<file path="config.mk">
export PLATFORM = sky130hd
export DESIGN_NAME = exz_irq
export DESIGN_NICKNAME = d
export VERILOG_FILES = /design/src/exz_pkg.sv /design/src/exz_crc_count.sv /design/src/exz_irq.sv
export SDC_FILE = /design/constraint.sdc
export NUM_CORES = 1
export LEC_CHECK = 0
export BUFFER_PORTS_ARGS = -buffer_cell sky130_fd_sc_hd__buf_2
export CORE_MARGIN = 2
export CORE_UTILIZATION = 55
export DETAILED_ROUTE_END_ITERATION = 16
export GPL_TIMING_DRIVEN = 0
export PLACE_DENSITY = 0.81
export SLEW_MARGIN = 20
export SYNTH_ARGS = -nofsm -noshare
export SYNTH_HDL_FRONTEND = slang
export SYNTH_SLANG_ARGS = --single-unit
</file>
<file path="constraint.sdc">
create_clock -name clock -period 2.8 [get_ports clock]
set_input_delay 0.56 -clock clock [delete_from_list [all_inputs] [get_ports clock]]
set_output_delay 0.56 -clock clock [all_outputs]
set_load 0.02 [all_outputs]
</file>
<file path="src/exz_pkg.sv">
// Package for the E1 receive excessive-zero / Sa7 / signalling interrupt block
package exz_pkg;

	// Register offsets (index on the plain register port)
	localparam logic [3:0] EXZ_ADDR_ZERO_EN = 4'h0;
	localparam logic [3:0] EXZ_ADDR_ZERO_STAT = 4'h1;
	localparam logic [3:0] EXZ_ADDR_SIG_STAT = 4'h2;
	localparam logic [3:0] EXZ_ADDR_SIG_EN = 4'h3;

	// Bit positions of the zero/Sa7 registers
	localparam int EXZ_BIT_EXZ = 0;
	localparam int EXZ_BIT_SA7 = 1;
	localparam int EXZ_BIT_SA7_STATE = 5;

	// Bit positions of the signalling registers
	localparam int EXZ_BIT_OVL = 0;
	localparam int EXZ_BIT_FAIL = 1;
	localparam int EXZ_BIT_RX_EOT = 2;
	localparam int EXZ_BIT_TX_EOT = 3;
	localparam int EXZ_BIT_RX_SOT = 4;
	localparam int EXZ_BIT_TX_SOT = 5;

	// Writable masks and reset values
	localparam logic [7:0] EXZ_ZERO_EN_MASK = 8'h03;
	localparam logic [7:0] EXZ_SIG_EN_MASK = 8'h3f;
	localparam logic [7:0] EXZ_REG_RESET = 8'h00;

	// Over-length message limit in bytes and CRC thresholds in frames
	localparam int EXZ_MSG_MAX_BYTES = 276;
	localparam int EXZ_CRC_THR_LO = 32;
	localparam int EXZ_CRC_THR_HI = 64;

	// Sa7 vote: zero in at least two of three samples; history idles at ones
	localparam logic [1:0] EXZ_SA7_VOTE_MIN = 2'h2;
	localparam logic [1:0] EXZ_SA7_HIST_IDLE = 2'h3;

	// Register port
	typedef struct packed {
		logic [3:0] addr;
		logic [7:0] wdata;
		logic wr;
		logic rd;
	} exz_bus_t;

	// Per-frame events from the receive and transmit datapaths
	typedef struct packed {
		logic frame_tick;
		logic sa7_bit;
		logic exz_state;
		logic sig_frame_end;
		logic sig_crc_bad;
		logic sig_byte;
		logic sig_msg_start;
		logic tx_start;
		logic tx_end;
		logic rx_start;
		logic rx_end;
	} exz_evt_t;

	// Sa7 vote states
	typedef enum logic [1:0] {
		EXZ_SA7_CLEAR = 2'b01,
		EXZ_SA7_ZERO = 2'b10
	} exz_sa7_t;

endpackage

</file>
<file path="src/exz_crc_count.sv">
// Consecutive bad-CRC frame counter raising a one-cycle failure pulse
`timescale 1ns/100ps
module exz_crc_count
	import exz_pkg::*;
#(
	parameter int CNT_W = 7
) (
	// Clock and reset
	input wire logic clock,
	input wire logic rst_n,
	// Frame results
	input wire logic frame_end,
	input wire logic crc_bad,
	input wire logic thr_sel,
	// Threshold reached
	output logic fail_pulse
);
	typedef struct packed {
		logic [CNT_W-1:0] cnt;
		logic fail;
	} exz_cnt_st_t;

	exz_cnt_st_t s_q;
	exz_cnt_st_t s_d;
	logic [CNT_W-1:0] thr;

	always_comb begin
		s_d = s_q;
		s_d.fail = 1'b0;
		thr = thr_sel ? CNT_W'(EXZ_CRC_THR_HI) : CNT_W'(EXZ_CRC_THR_LO);
		if (frame_end) begin
			if (!crc_bad) begin
				s_d.cnt = '0;
			end else if (s_q.cnt + CNT_W'(1) == thr) begin
				// Restart so a long bad run reports once per threshold
				s_d.cnt = '0;
				s_d.fail = 1'b1;
			end else begin
				s_d.cnt = s_q.cnt + CNT_W'(1);
			end
		end
	end

	always_ff @(posedge clock) begin
		if (!rst_n) begin
			s_q <= '0;
		end else begin
			s_q <= s_d;
		end
	end

	assign fail_pulse = s_q.fail;
endmodule // exz_crc_count

</file>
<file path="src/exz_irq.sv">
// E1 receive excessive-zero, Sa7 and signalling interrupt controller
`timescale 1ns/100ps
module exz_irq
	import exz_pkg::*;
#(
	parameter int LEN_W = 9
) (
	// Clock and reset
	input wire logic clock,
	input wire logic rst_n,
	// Register port
	input wire exz_pkg::exz_bus_t bus,
	output logic [7:0] rdata,
	// Datapath events
	input wire exz_pkg::exz_evt_t evt,
	input wire logic crc_thr_sel,
	// Interrupt
	output logic irq
);
	import exz_pkg::*;

	typedef struct packed {
		logic [7:0] zero_en;
		logic [7:0] zero_stat;
		logic [7:0] sig_en;
		logic [7:0] sig_stat;
		logic [1:0] sa7_hist;
		exz_sa7_t sa7_st;
		logic exz_prev;
		logic [LEN_W-1:0] msg_len;
		logic ovl_seen;
		logic [7:0] rdata;
		logic irq;
	} exz_st_t;

	exz_st_t s_q;
	exz_st_t s_d;
	logic fail_pulse;
	logic [1:0] votes;
	logic sa7_change;
	logic exz_change;
	logic ovl_evt;
	logic [7:0] zero_set;
	logic [7:0] sig_set;

	exz_crc_count #(
		.CNT_W(7)
	) u_crc (
		.clock(clock),
		.rst_n(rst_n),
		.frame_end(evt.sig_frame_end),
		.crc_bad(evt.sig_crc_bad),
		.thr_sel(crc_thr_sel),
		.fail_pulse(fail_pulse)
	);

	always_comb begin
		s_d = s_q;
		sa7_change = 1'b0;
		ovl_evt = 1'b0;
		votes = 2'd0;
		// Sa7 vote over the current and two previous observations
		if (evt.frame_tick) begin
			votes = 2'(!evt.sa7_bit) + 2'(!s_q.sa7_hist[0]) + 2'(!s_q.sa7_hist[1]);
			s_d.sa7_hist = {s_q.sa7_hist[0], evt.sa7_bit};
			case (s_q.sa7_st)
				EXZ_SA7_CLEAR: begin
					if (votes >= EXZ_SA7_VOTE_MIN) begin
						s_d.sa7_st = EXZ_SA7_ZERO;
						sa7_change = 1'b1;
					end
				end
				EXZ_SA7_ZERO: begin
					if (votes < EXZ_SA7_VOTE_MIN) begin
						s_d.sa7_st = EXZ_SA7_CLEAR;
						sa7_change = 1'b1;
					end
				end
				default: begin
					s_d.sa7_st = EXZ_SA7_CLEAR;
				end
			endcase
		end
		// Both edges of excessive-zero count as a change
		exz_change = evt.exz_state != s_q.exz_prev;
		s_d.exz_prev = evt.exz_state;
		// Message length, counting bytes; flag once per message
		if (evt.sig_msg_start) begin
			s_d.msg_len = '0;
			s_d.ovl_seen = 1'b0;
		end else if (evt.sig_byte) begin
			if (s_q.msg_len == LEN_W'(EXZ_MSG_MAX_BYTES) && !s_q.ovl_seen) begin
				ovl_evt = 1'b1;
				s_d.ovl_seen = 1'b1;
			end else if (s_q.msg_len != LEN_W'(EXZ_MSG_MAX_BYTES)) begin
				s_d.msg_len = s_q.msg_len + LEN_W'(1);
			end
		end
		zero_set = '0;
		zero_set[EXZ_BIT_EXZ] = exz_change;
		zero_set[EXZ_BIT_SA7] = sa7_change;
		sig_set = '0;
		sig_set[EXZ_BIT_OVL] = ovl_evt;
		sig_set[EXZ_BIT_FAIL] = fail_pulse;
		sig_set[EXZ_BIT_RX_EOT] = evt.rx_end;
		sig_set[EXZ_BIT_TX_EOT] = evt.tx_end;
		sig_set[EXZ_BIT_RX_SOT] = evt.rx_start;
		sig_set[EXZ_BIT_TX_SOT] = evt.tx_start;
		// Register writes; reserved bits never stored
		if (bus.wr && bus.addr == EXZ_ADDR_ZERO_EN) begin
			s_d.zero_en = bus.wdata & EXZ_ZERO_EN_MASK;
		end
		if (bus.wr && bus.addr == EXZ_ADDR_SIG_EN) begin
			s_d.sig_en = bus.wdata & EXZ_SIG_EN_MASK;
		end
		// Reads; status registers clear on read, a same-cycle event survives
		s_d.rdata = '0;
		s_d.zero_stat = s_q.zero_stat;
		s_d.sig_stat = s_q.sig_stat;
		if (bus.rd) begin
			case (bus.addr)
				EXZ_ADDR_ZERO_EN: begin
					s_d.rdata = s_q.zero_en;
				end
				EXZ_ADDR_ZERO_STAT: begin
					s_d.rdata = s_q.zero_stat;
					s_d.rdata[EXZ_BIT_SA7_STATE] = (s_q.sa7_st == EXZ_SA7_ZERO);
					s_d.zero_stat = '0;
				end
				EXZ_ADDR_SIG_STAT: begin
					s_d.rdata = s_q.sig_stat;
					s_d.sig_stat = '0;
				end
				EXZ_ADDR_SIG_EN: begin
					s_d.rdata = s_q.sig_en;
				end
				default: begin
					s_d.rdata = '0;
				end
			endcase
		end
		// Status bits latch regardless of enable; enable gates the pin only
		s_d.zero_stat = s_d.zero_stat | zero_set;
		s_d.sig_stat = s_d.sig_stat | sig_set;
		s_d.irq = |(s_d.zero_stat & s_d.zero_en) | |(s_d.sig_stat & s_d.sig_en);
	end

	always_ff @(posedge clock) begin
		if (!rst_n) begin
			s_q.zero_en <= EXZ_REG_RESET;
			s_q.zero_stat <= EXZ_REG_RESET;
			s_q.sig_en <= EXZ_REG_RESET;
			s_q.sig_stat <= EXZ_REG_RESET;
			s_q.sa7_hist <= EXZ_SA7_HIST_IDLE;
			s_q.sa7_st <= EXZ_SA7_CLEAR;
			s_q.exz_prev <= 1'b0;
			s_q.msg_len <= '0;
			s_q.ovl_seen <= 1'b0;
			s_q.rdata <= '0;
			s_q.irq <= 1'b0;
		end else begin
			s_q <= s_d;
		end
	end

	assign rdata = s_q.rdata;
	assign irq = s_q.irq;
endmodule // exz_irq

</file>
==> results of run 1 <==
-- layout make-up --
type | instances | area (sq um)
tap | 70 | 87.6
timing repair buffer | 32 | 160
clock inverter | 6 | 90.1
clock buffer | 10 | 138
inverter | 12 | 45.0
buffer | 19 | 120
fill | 444 | 1720
sequential | 64 | 1280
multi-input combinational | 214 | 1430
-- sequential cells by signal, indices dropped and copies added (netlist names) --
signal,count
rdata,8
u_crc.s_q,7
s_q,47
u_crc.fail_pulse,1
irq,1
-- stage by stage --
step           cell area, sq um  std cells  power, mW
2_1_floorplan              2880        309       1.03
3_3_place_gp               3130        411       1.07
3_5_place_dp               3130        411       1.08
4_1_cts                    3350        427       1.98
5_1_grt                    3350        427       2.02
6_report                   3350        427       1.96
-- kinds of logic (layout without fill, tap and decap cells) --
family	Yosys count	in the layout	synth area share, %
simple gates	117	117	22.7
compound gates	67	67	16.7
flops	64	64	44.5
buf+inv	31	79	5.74
mux	15	15	5.22
xor+xnor	11	11	3.35
fa+ha+maj	4	4	1.74
-- report_power, final --
group | switching, mW | internal (mW) | total [mW] | leakage [nW]
Combinational | 0.0719 | 0.0503 | 0.122 | 0.751
Clock | 0.375 | 0.530 | 0.904 | 0.113
Sequential | 0.00930 | 0.924 | 0.934 | 0.519
Total | 0.456 | 1.50 | 1.96 | 1.38
-- path summary, 6_finish.rpt --
path,start,cells past startpoint,endpoint
worst max-delay path,bus[11],6,irq
worst min-delay path,evt[8],2,s_q[19]
worst max register to register,s_q[10],7,irq
worst min register to register,s_q[9],2,s_q[9]
-- routing by layer --
| metal | wire length (um) | track usage, % | part of all wire (%) | vias up |
|---|---|---|---|---|
| li1 | - | - | - | 1178 |
| met1 | 2650 | 27.0 | 44 | 1104 |
| met2 | 2900 | 35.7 | 48 | 64 |
| met3 | 372 | 6.52 | 6.2 | 9 |
| met4 | 97 | 10.2 | 1.6 | 0 |
| met5 | 0 | 0 | 0 | - |
-- cell usage in the layout, fill, tap and decap left out, drive strengths merged, types with 3 or more instances in the layout --
cell,n
o21a,7
or3,3
xnor2,8
a21boi,7
mux2i,15
o211ai,3
nor2b,14
a221oi,7
and3,17
nor2,27
xor2,3
dfxtp,64
o21ai,10
nand3,9
nand4,4
clkbuf,19
inv,14
nand2,20
ha,4
buf,42
a21oi,15
nor3,5
==> qor.csv, run 1 <==
stage;metric;value;unit
run_status;status;finished, final reports clean;
final_layout;layout cells sized above 1;17.9;%
clock_tree;Num Clock Sinks;64;
clock_tree;H-tree depth;3;
clock_tree;Root Driver;clkbuf_8;
final_layout;Area Growth Syn to Fin;16.5;%
setup_path;CP Class;in2reg;
routing;total routed wirelength;6.02;mm
sta;Fmax;441;MHz
setup_path;startpoint type of the worst setup path;primary input;
sta;RSZ-0062 raised after global routing;no;
clock_tree;Hold Buf Count CTS;0;
sta;skew final;0.0110;ns
clock_tree;PostCTS Resize Cnt;0;
global_route;Global Route Usage Sum;22.0;%
pwr;Max IR drop VDD;0.363;mV
flow_run;max_cap viols;0;
setup_path;slowest CP cell;nor4b_4;
die;num rows;26;
yosys;Main synth FF type;dfxtp_1;
die;num ports;37;
die;Initial Util;56.7;%
final_layout;final core occ;66.1;%
routing;ANT nets after route;0;
yosys;Yosys reg bits;64;
global_route;pin count of the biggest net entering global routing;13;
placement;Place WS;0.181;ns
clock_tree;CTS clk-pin slew, worst paths;0.07;ns
setup_path;crit path DAT;2.50;ns
routing;detailed router's first-iteration violation count;103;
sta;Fin Setup TNS;0;ns
placement;routability cong.;0.817;
yosys;Synth area leaders;dfxtp_1, mux2i_1, and3_1, nor2_1, nor2b_1;
setup_path;crit end category;flop;
setup_path;CP max stage delay;0.58;ns
die;DIE WIDTH;76.3;um
setup_path;Reg2Reg Setup Slack;0.64;ns
sta;Fin. Hold Viols;0;
yosys;Post-synth EDFFs;0;
setup_path;WP buf/inv;1;
clock_tree;Max clock buf depth;2;
setup_path;Critical Path RT;3.04;ns
placement;port bufs;32;
die;Vert. Die Dim;76.3;um
routing;Avg WL per Cell;14.1;um
clock_tree;CTS tree;done;
yosys;synth warn;0;
yosys;cells after synthesis;309;
yosys;Synth area leader;dfxtp_1;
sta;Slew @ Worst Pin;0.584;ns
yosys;synthesized cell area;2880;sq um
sta;final setup vio count;0;
routing;vias per cell;5.52;
global_route;total grt overflow;0;
final_layout;Nets;384;
sta;max_slew headroom;60.9;%
yosys;syn_nets;341;
clock_tree;cts bufs inserted;9;
sta;worst hold margin;0.435;ns
global_route;first-pass GRT wire length;10.1;mm
sta;final period utilization;80.9;%
placement;DP HPWL;4.22;mm
yosys;Post-synth top cells;dfxtp_1, nor2_1, nand2_1;
die;die area;5830;sq um
pwr;power density over cell area;585;nW/um^2
pwr;Leakage;1.38;nW
yosys;Syn Area/Cell;9.31;sq um
setup_path;Max FO, Critical Path;10;
sta;min cycle time layout;2.27;ns
routing;drt first pass iters;4;
sta;Setup WS post-layout;0.534;ns
sta;Slew Viols, Final;0;
clock_tree;worst-skew pair later-pin latency;0.36;ns
die;core area;5070;sq um
yosys;Post-synth ARST share;0;%
setup_path;CP top delay family;simple AND/OR/NAND/NOR gates;
global_route;initial antenna violation count;0;
routing;DRC viols;0;
yosys;Distinct cells, synth;55;
yosys;count leader, synth;dfxtp_1;
yosys;register area share after synthesis;44.5;%
routing;vias;2355;
clock_tree;setup bufs post-CTS;0;
final_layout;Antenna diodes;0;
setup_path;CP cell instances;buf_2 -> nor4b_4 -> nand2_1 -> a21oi_1 -> o22ai_1 -> o41a_1;
min_path;hold crit path type;in2reg;
global_route;vias in the first global route;2236;
yosys;post-synth top area share;44.5;%
No activity file was read; power rests on OpenSTA's default activity.
==> run 2: changes to the inputs <==
- CORE_UTILIZATION: 55 -> 51
- PLACE_DENSITY: 0.81 -> 0.79
- clock period: 2.8 -> 1.83 ns (I/O delays scaled with it)
==> qor.csv, run 2 (same netlist as run 1, synthesis figures left out) <==
stage;metric;value;unit;change
run_status;status;complete, but fails checks;;
run_status;violated checks;negative setup slack;;
final_layout;Largest register FFs;47;;unchanged
global_route;Global Route Usage Sum;21.9;%;-0.080 points
final_layout;biggest regs;s_q (47), rdata (8), u_crc.s_q (7);;
final_layout;Area Growth Syn to Fin;21.8;%;
global_route;first-pass GRT wire length;10.6;mm;+5.1%
setup_path;Max FO, Critical Path;2;;-8
clock_tree;worst-skew pair later-pin latency;0.34;ns;-0.02 ns
final_layout;commonest non-fill, non-tap cells in the layout;dfxtp_1, buf_2, nor2_1;;
placement;routability cong.;0.830;;+1.6%
sta;worst hold margin;0.256;ns;-0.179 ns
min_path;hold depth;2;;unchanged
clock_tree;H-tree depth;3;;unchanged
final_layout;Nets;392;;+2.1%
die;num ports;37;;unchanged
global_route;vias in the first global route;2342;;+4.7%
min_path;hold crit path type;in2reg;;
setup_path;startpoint type of the worst setup path;flop;;
placement;DP HPWL;4.24;mm;+0.41%
flow_run;max_cap viols;0;;unchanged
sta;RSZ-0062 raised after global routing;yes;;
sta;min cycle time layout;2.04;ns;
routing;vias;2398;;+1.8%
die;DIE WIDTH;79.1;um;+3.6%
sta;skew final;0.00904;ns;-0.00198 ns
clock_tree;cts bufs inserted;9;;unchanged
placement;dpl cells;413;;+0.49%
routing;Avg WL per Cell;14.8;um;+5.2%
placement;port bufs;32;;unchanged
routing;total routed wirelength;6.49;mm;+7.7%
pwr;Leakage;1.44;nW;+4.3%
final_layout;Non-Filler Instances;437;;+2.3%
setup_path;Critical Path RT;2.11;ns;-0.93 ns
pwr;Max IR drop VDD;0.627;mV;+73%
setup_path;slowest CP cell;or4_4;;
setup_path;CP Class;reg2reg;;
setup_path;crit end category;flop;;
setup_path;CP cell instances;inv_2 -> ha_1 -> or4bb_4 -> or4_4 -> a2bb2oi_2 -> o22ai_1 -> o41a_1;;
global_route;pin count of the biggest net entering global routing;12;;-1
die;Vert. Die Dim;79.1;um;+3.6%
clock_tree;CTS tree;done;;
die;core area;5470;sq um;+7.8%
final_layout;most common cell after layout, fill and taps aside;dfxtp_1;;
clock_tree;CTS clk-pin slew, worst paths;0.07;ns;about the same
pwr;power density over cell area;928;nW/um^2;+59%
setup_path;CP max stage delay;0.50;ns;-0.08 ns
global_route;initial antenna violation count;0;;unchanged
final_layout;Antenna diodes;0;;unchanged
die;die area;6260;sq um;+7.4%
setup_path;crit path DAT;2.31;ns;-0.19 ns
sta;max_slew headroom;57.2;%;-3.7 points
sta;Fin Setup TNS;-0.714;ns;-0.714 ns
routing;detailed router's first-iteration violation count;158;;+53%
global_route;total grt overflow;0;;unchanged
routing;vias per cell;5.49;;-0.50%
sta;Setup WS post-layout;-0.206;ns;-0.740 ns
setup_path;FF-to-FF path depth;7;;unchanged
sta;Fmax;491;MHz;
final_layout;Top reg by flops;s_q;;
clock_tree;Max clock buf depth;2;;unchanged
clock_tree;Num Clock Sinks;64;;unchanged
die;num rows;27;;+3.8%
routing;drt first pass iters;4;;unchanged
sta;final setup vio count;9;;+9
sta;final period utilization;111;%;
sta;Slew Viols, Final;0;;unchanged
die;Initial Util;52.6;%;-4.1 points
final_layout;layout cells sized above 1;23.3;%;+5.4 points
clock_tree;Root Driver;clkbuf_8;;
routing;ANT nets after route;0;;unchanged
routing;DRC viols;0;;unchanged
sta;Slew @ Worst Pin;0.637;ns;+0.0529 ns
sta;Fin. Hold Viols;0;;unchanged
## run 2: changes by cell type in the layout (fill, tap and decap cells not counted), moves of 2 or more
cell,previous run,this run
buf_4,8,15
nor3_2,0,2
bufinv_16,2,4
inv_2,0,2
dfxtp_1,64,61
nor3_1,5,3
nor2_2,0,2
dfxtp_2,0,3
inv_1,12,10
inv_6,2,0
nor2_1,27,25
## run 2: worst max-delay path: cells and delay by family (launching register included)
kind | cells | cell delay, ns
simple gates | 2 | 0.96
compound gates | 3 | 0.50
flops | 1 | 0.33
fa+ha+maj | 1 | 0.12
buf+inv | 1 | 0.06
## run 2: what timing repair did
item / 4_1_cts / 5_1_grt
resized for setup: 6 / 9
endpoints found under the setup margin: 3 / 11
buffers inserted: 5 / 3
hold buffers: 0 / 0
pin swaps: 5 / 6
## run 2: cell type report
type | instances | area [sq um]
clock inverters | 5 | 128
clock buffers | 11 | 141
plain buffers | 19 | 120
fillers | 471 | 1970
repair buffers | 40 | 224
multi-input cells | 214 | 1470
well taps | 72 | 90.1
inverters | 12 | 45.0
flip-flops and latches | 64 | 1280
## run 2: final timing paths
check	from	slack [ns]	end
worst max register to register	s_q[10]	-0.21	irq
worst max-delay path	s_q[10]	-0.21	irq
worst min-delay path	evt[8]	0.26	s_q[19]
worst min register to register	s_q[9]	0.45	s_q[9]
## run 2: layer usage
layer / global-route usage [%] / routed length [um]
met3: 4.89 / 272
met5: 0 / 0
met2: 35.8 / 3260
met1: 26.7 / 2860
met4: 12.6 / 93
## run 2: report_power, final
group	leakage, nW	switching [mW]	internal, mW
Sequential	0.520	0.0144	1.42
Combinational	0.793	0.116	0.0824
Clock	0.130	0.545	1.08
## run 2: metrics by stage
step	power, mW	util [%]	area (sq um)	setup slack (ns)
final	3.25	64.0	3500	-0.206
after global routing	3.36	64.0	3500	-0.268
after CTS	3.26	63.1	3450	-0.173
after detailed placement	1.65	57.3	3130	-0.605
after global placement	1.64	57.3	3130	-0.574
after floorplan	1.57	-	2880	-0.0854
==> run 3: changes to the inputs <==
- CORE_UTILIZATION: 51 -> 55
- PLACE_DENSITY: 0.79 -> 0.81
- SLEW_MARGIN: 20 -> unset
- clock period: 1.83 -> 2.05 ns (I/O delays scaled with it)
==> qor.csv, run 3 (same netlist as run 1, synthesis figures left out) <==
stage;metric;value;unit;change
routing;DRC viols;0;;unchanged
clock_tree;CTS tree;done;;
pwr;Max IR drop VDD;0.515;mV;-18%
sta;final period utilization;101;%;-10 points
final_layout;commonest non-fill, non-tap cells in the layout;dfxtp_1, buf_2, nor2_1;;
clock_tree;Num Clock Sinks;64;;unchanged
setup_path;CP max stage delay;0.52;ns;+0.02 ns
final_layout;Area Growth Syn to Fin;19.4;%;
final_layout;Nets;391;;-0.26%
setup_path;CP Class;reg2reg;;
sta;min cycle time layout;2.07;ns;+0.0324 ns
clock_tree;Root Driver;clkbuf_8;;
global_route;total grt overflow;0;;unchanged
setup_path;startpoint type of the worst setup path;flop;;
routing;vias;2415;;+0.71%
die;Vert. Die Dim;76.3;um;-3.5%
run_status;violated checks;negative setup slack;;
die;Initial Util;56.7;%;+4.1 points
die;num ports;37;;unchanged
sta;Slew Viols, Final;0;;unchanged
routing;total routed wirelength;6.26;mm;-3.5%
routing;drt first pass iters;4;;unchanged
final_layout;# fillers;425;;-9.8%
placement;port bufs;32;;unchanged
sta;Slew @ Worst Pin;0.501;ns;-0.136 ns
setup_path;CP cell instances;inv_2 -> ha_1 -> or4bb_4 -> or4_4 -> a2bb2oi_4 -> o22ai_2 -> o41a_1;;
run_status;status;complete, but fails checks;;
routing;vias per cell;5.56;;+1.4%
clock_tree;H-tree depth;3;;unchanged
clock_tree;worst-skew pair later-pin latency;0.36;ns;+0.02 ns
global_route;first-pass GRT wire length;10.5;mm;-0.78%
routing;Avg WL per Cell;14.4;um;-2.9%
global_route;pin count of the biggest net entering global routing;13;;+1
clock_tree;CTS clk-pin slew, worst paths;0.07;ns;about the same
global_route;initial antenna violation count;0;;unchanged
sta;Setup WS post-layout;-0.0185;ns;+0.188 ns
placement;DP HPWL;4.22;mm;-0.41%
pwr;Leakage;1.43;nW;-1.2%
min_path;hold crit path type;in2reg;;
die;DIE WIDTH;76.3;um;-3.5%
pwr;power density over cell area;783;nW/um^2;-16%
routing;detailed router's first-iteration violation count;106;;-33%
clock_tree;Max clock buf depth;2;;unchanged
placement;dpl cells;411;;-0.48%
die;core area;5070;sq um;-7.3%
final_layout;Antenna diodes;0;;unchanged
clock_tree;Hold Buf Count CTS;0;;unchanged
final_layout;biggest regs;s_q (47), rdata (8), u_crc.s_q (7);;
global_route;vias in the first global route;2335;;-0.30%
final_layout;Largest register FFs;47;;unchanged
final_layout;Reg area;1280;sq um;about the same
sta;max_slew headroom;66.6;%;+9.4 points
final_layout;Non-Filler Instances;434;;-0.69%
sta;final setup vio count;1;;-8
sta;Fmax;483;MHz;-1.6%
placement;routability cong.;0.817;;-1.5%
final_layout;most common cell after layout, fill and taps aside;dfxtp_1;;
final_layout;layout cells sized above 1;21.7;%;-1.6 points
routing;ANT nets after route;0;;unchanged
setup_path;crit path DAT;2.37;ns;+0.06 ns
setup_path;Max FO, Critical Path;2;;unchanged
setup_path;crit end category;flop;;
sta;worst hold margin;0.286;ns;+0.0298 ns
setup_path;slowest CP cell;or4_4;;
sta;RSZ-0062 raised after global routing;yes;;
final_layout;combined area of the multi-input logic cells;1460;sq um;-0.85%
die;num rows;26;;-3.7%
sta;skew final;0.00895;ns;-0.0000923 ns
sta;Fin. Hold Viols;0;;unchanged
clock_tree;cts bufs inserted;9;;unchanged
die;die area;5830;sq um;-6.9%
final_layout;Top reg by flops;s_q;;
flow_run;max_cap viols;0;;unchanged
global_route;Global Route Usage Sum;23.0;%;+1.1 points
setup_path;Critical Path RT;2.35;ns;+0.24 ns
[run 3: worst paths after layout]
path / to / slack [ns] / from / depth (start not counted)
worst max-delay path: irq / -0.02 / s_q[10] / 7
worst min register to register: s_q[9] / 0.46 / s_q[9] / 2
worst min-delay path: s_q[28] / 0.29 / evt[1] / 2
worst max register to register: irq / -0.02 / s_q[10] / 7
[run 3: report_power, final]
part / internal [mW] / switching (mW) / total [mW]
clock network: 0.723 / 0.516 / 1.24
registers: 1.26 / 0.0124 / 1.28
logic: 0.0740 / 0.103 / 0.177
total: 2.06 / 0.631 / 2.69
[run 3: timing repair]
action / 4_1_cts / 5_1_grt
buffers inserted: 7 / 0
endpoints found under the setup margin: 1 / 5
pin swaps: 5 / 3
resized for setup: 7 / 2
[run 3: final cells by class]
type	instances	share of cell area (%)
multi-input combinational	214	42.5
sequential	64	37.4
timing repair buffer	39	6.19
clock buffer	10	4.01
buffer	19	3.50
clock inverter	6	2.62
tap	70	2.55
inverter	12	1.31
[run 3: stage by stage]
step           worst slack (ns)  utilization, %  TNS, ns  power, mW  instance area (sq um)
6_report                -0.0185            67.7  -0.0185       2.69                   3440
5_1_grt                 -0.0654            67.7  -0.0654       2.77                   3440
4_1_cts                 0.00360            67.5        0       2.70                   3420
3_5_place_dp             -0.419            61.6   -0.419       1.47                   3130
3_3_place_gp             -0.405            61.6   -0.405       1.46                   3130
2_1_floorplan            0.0283               -        0       1.40                   2880
[run 3: critical path: cells and delay by family, from the launching register on]
kind	cells	cell delay (ns)
flip-flops	1	0.32
AO/OA/AOI/OAI	3	0.53
adder cells (fa/ha/maj)	1	0.13
AND/OR/NAND/NOR	2	0.97
buffers and inverters	1	0.05
[run 3: per-layer routing]
| layer | vias to the layer above | GRT usage (%) | part of all wire, % |
|---|---|---|---|
| met5 | - | 0 | 0 |
| met3 | 12 | 6.64 | 5.5 |
| li1 | 1192 | - | - |
| met1 | 1135 | 27.5 | 43 |
| met4 | 0 | 10.9 | 2.3 |
| met2 | 76 | 38.1 | 49 |
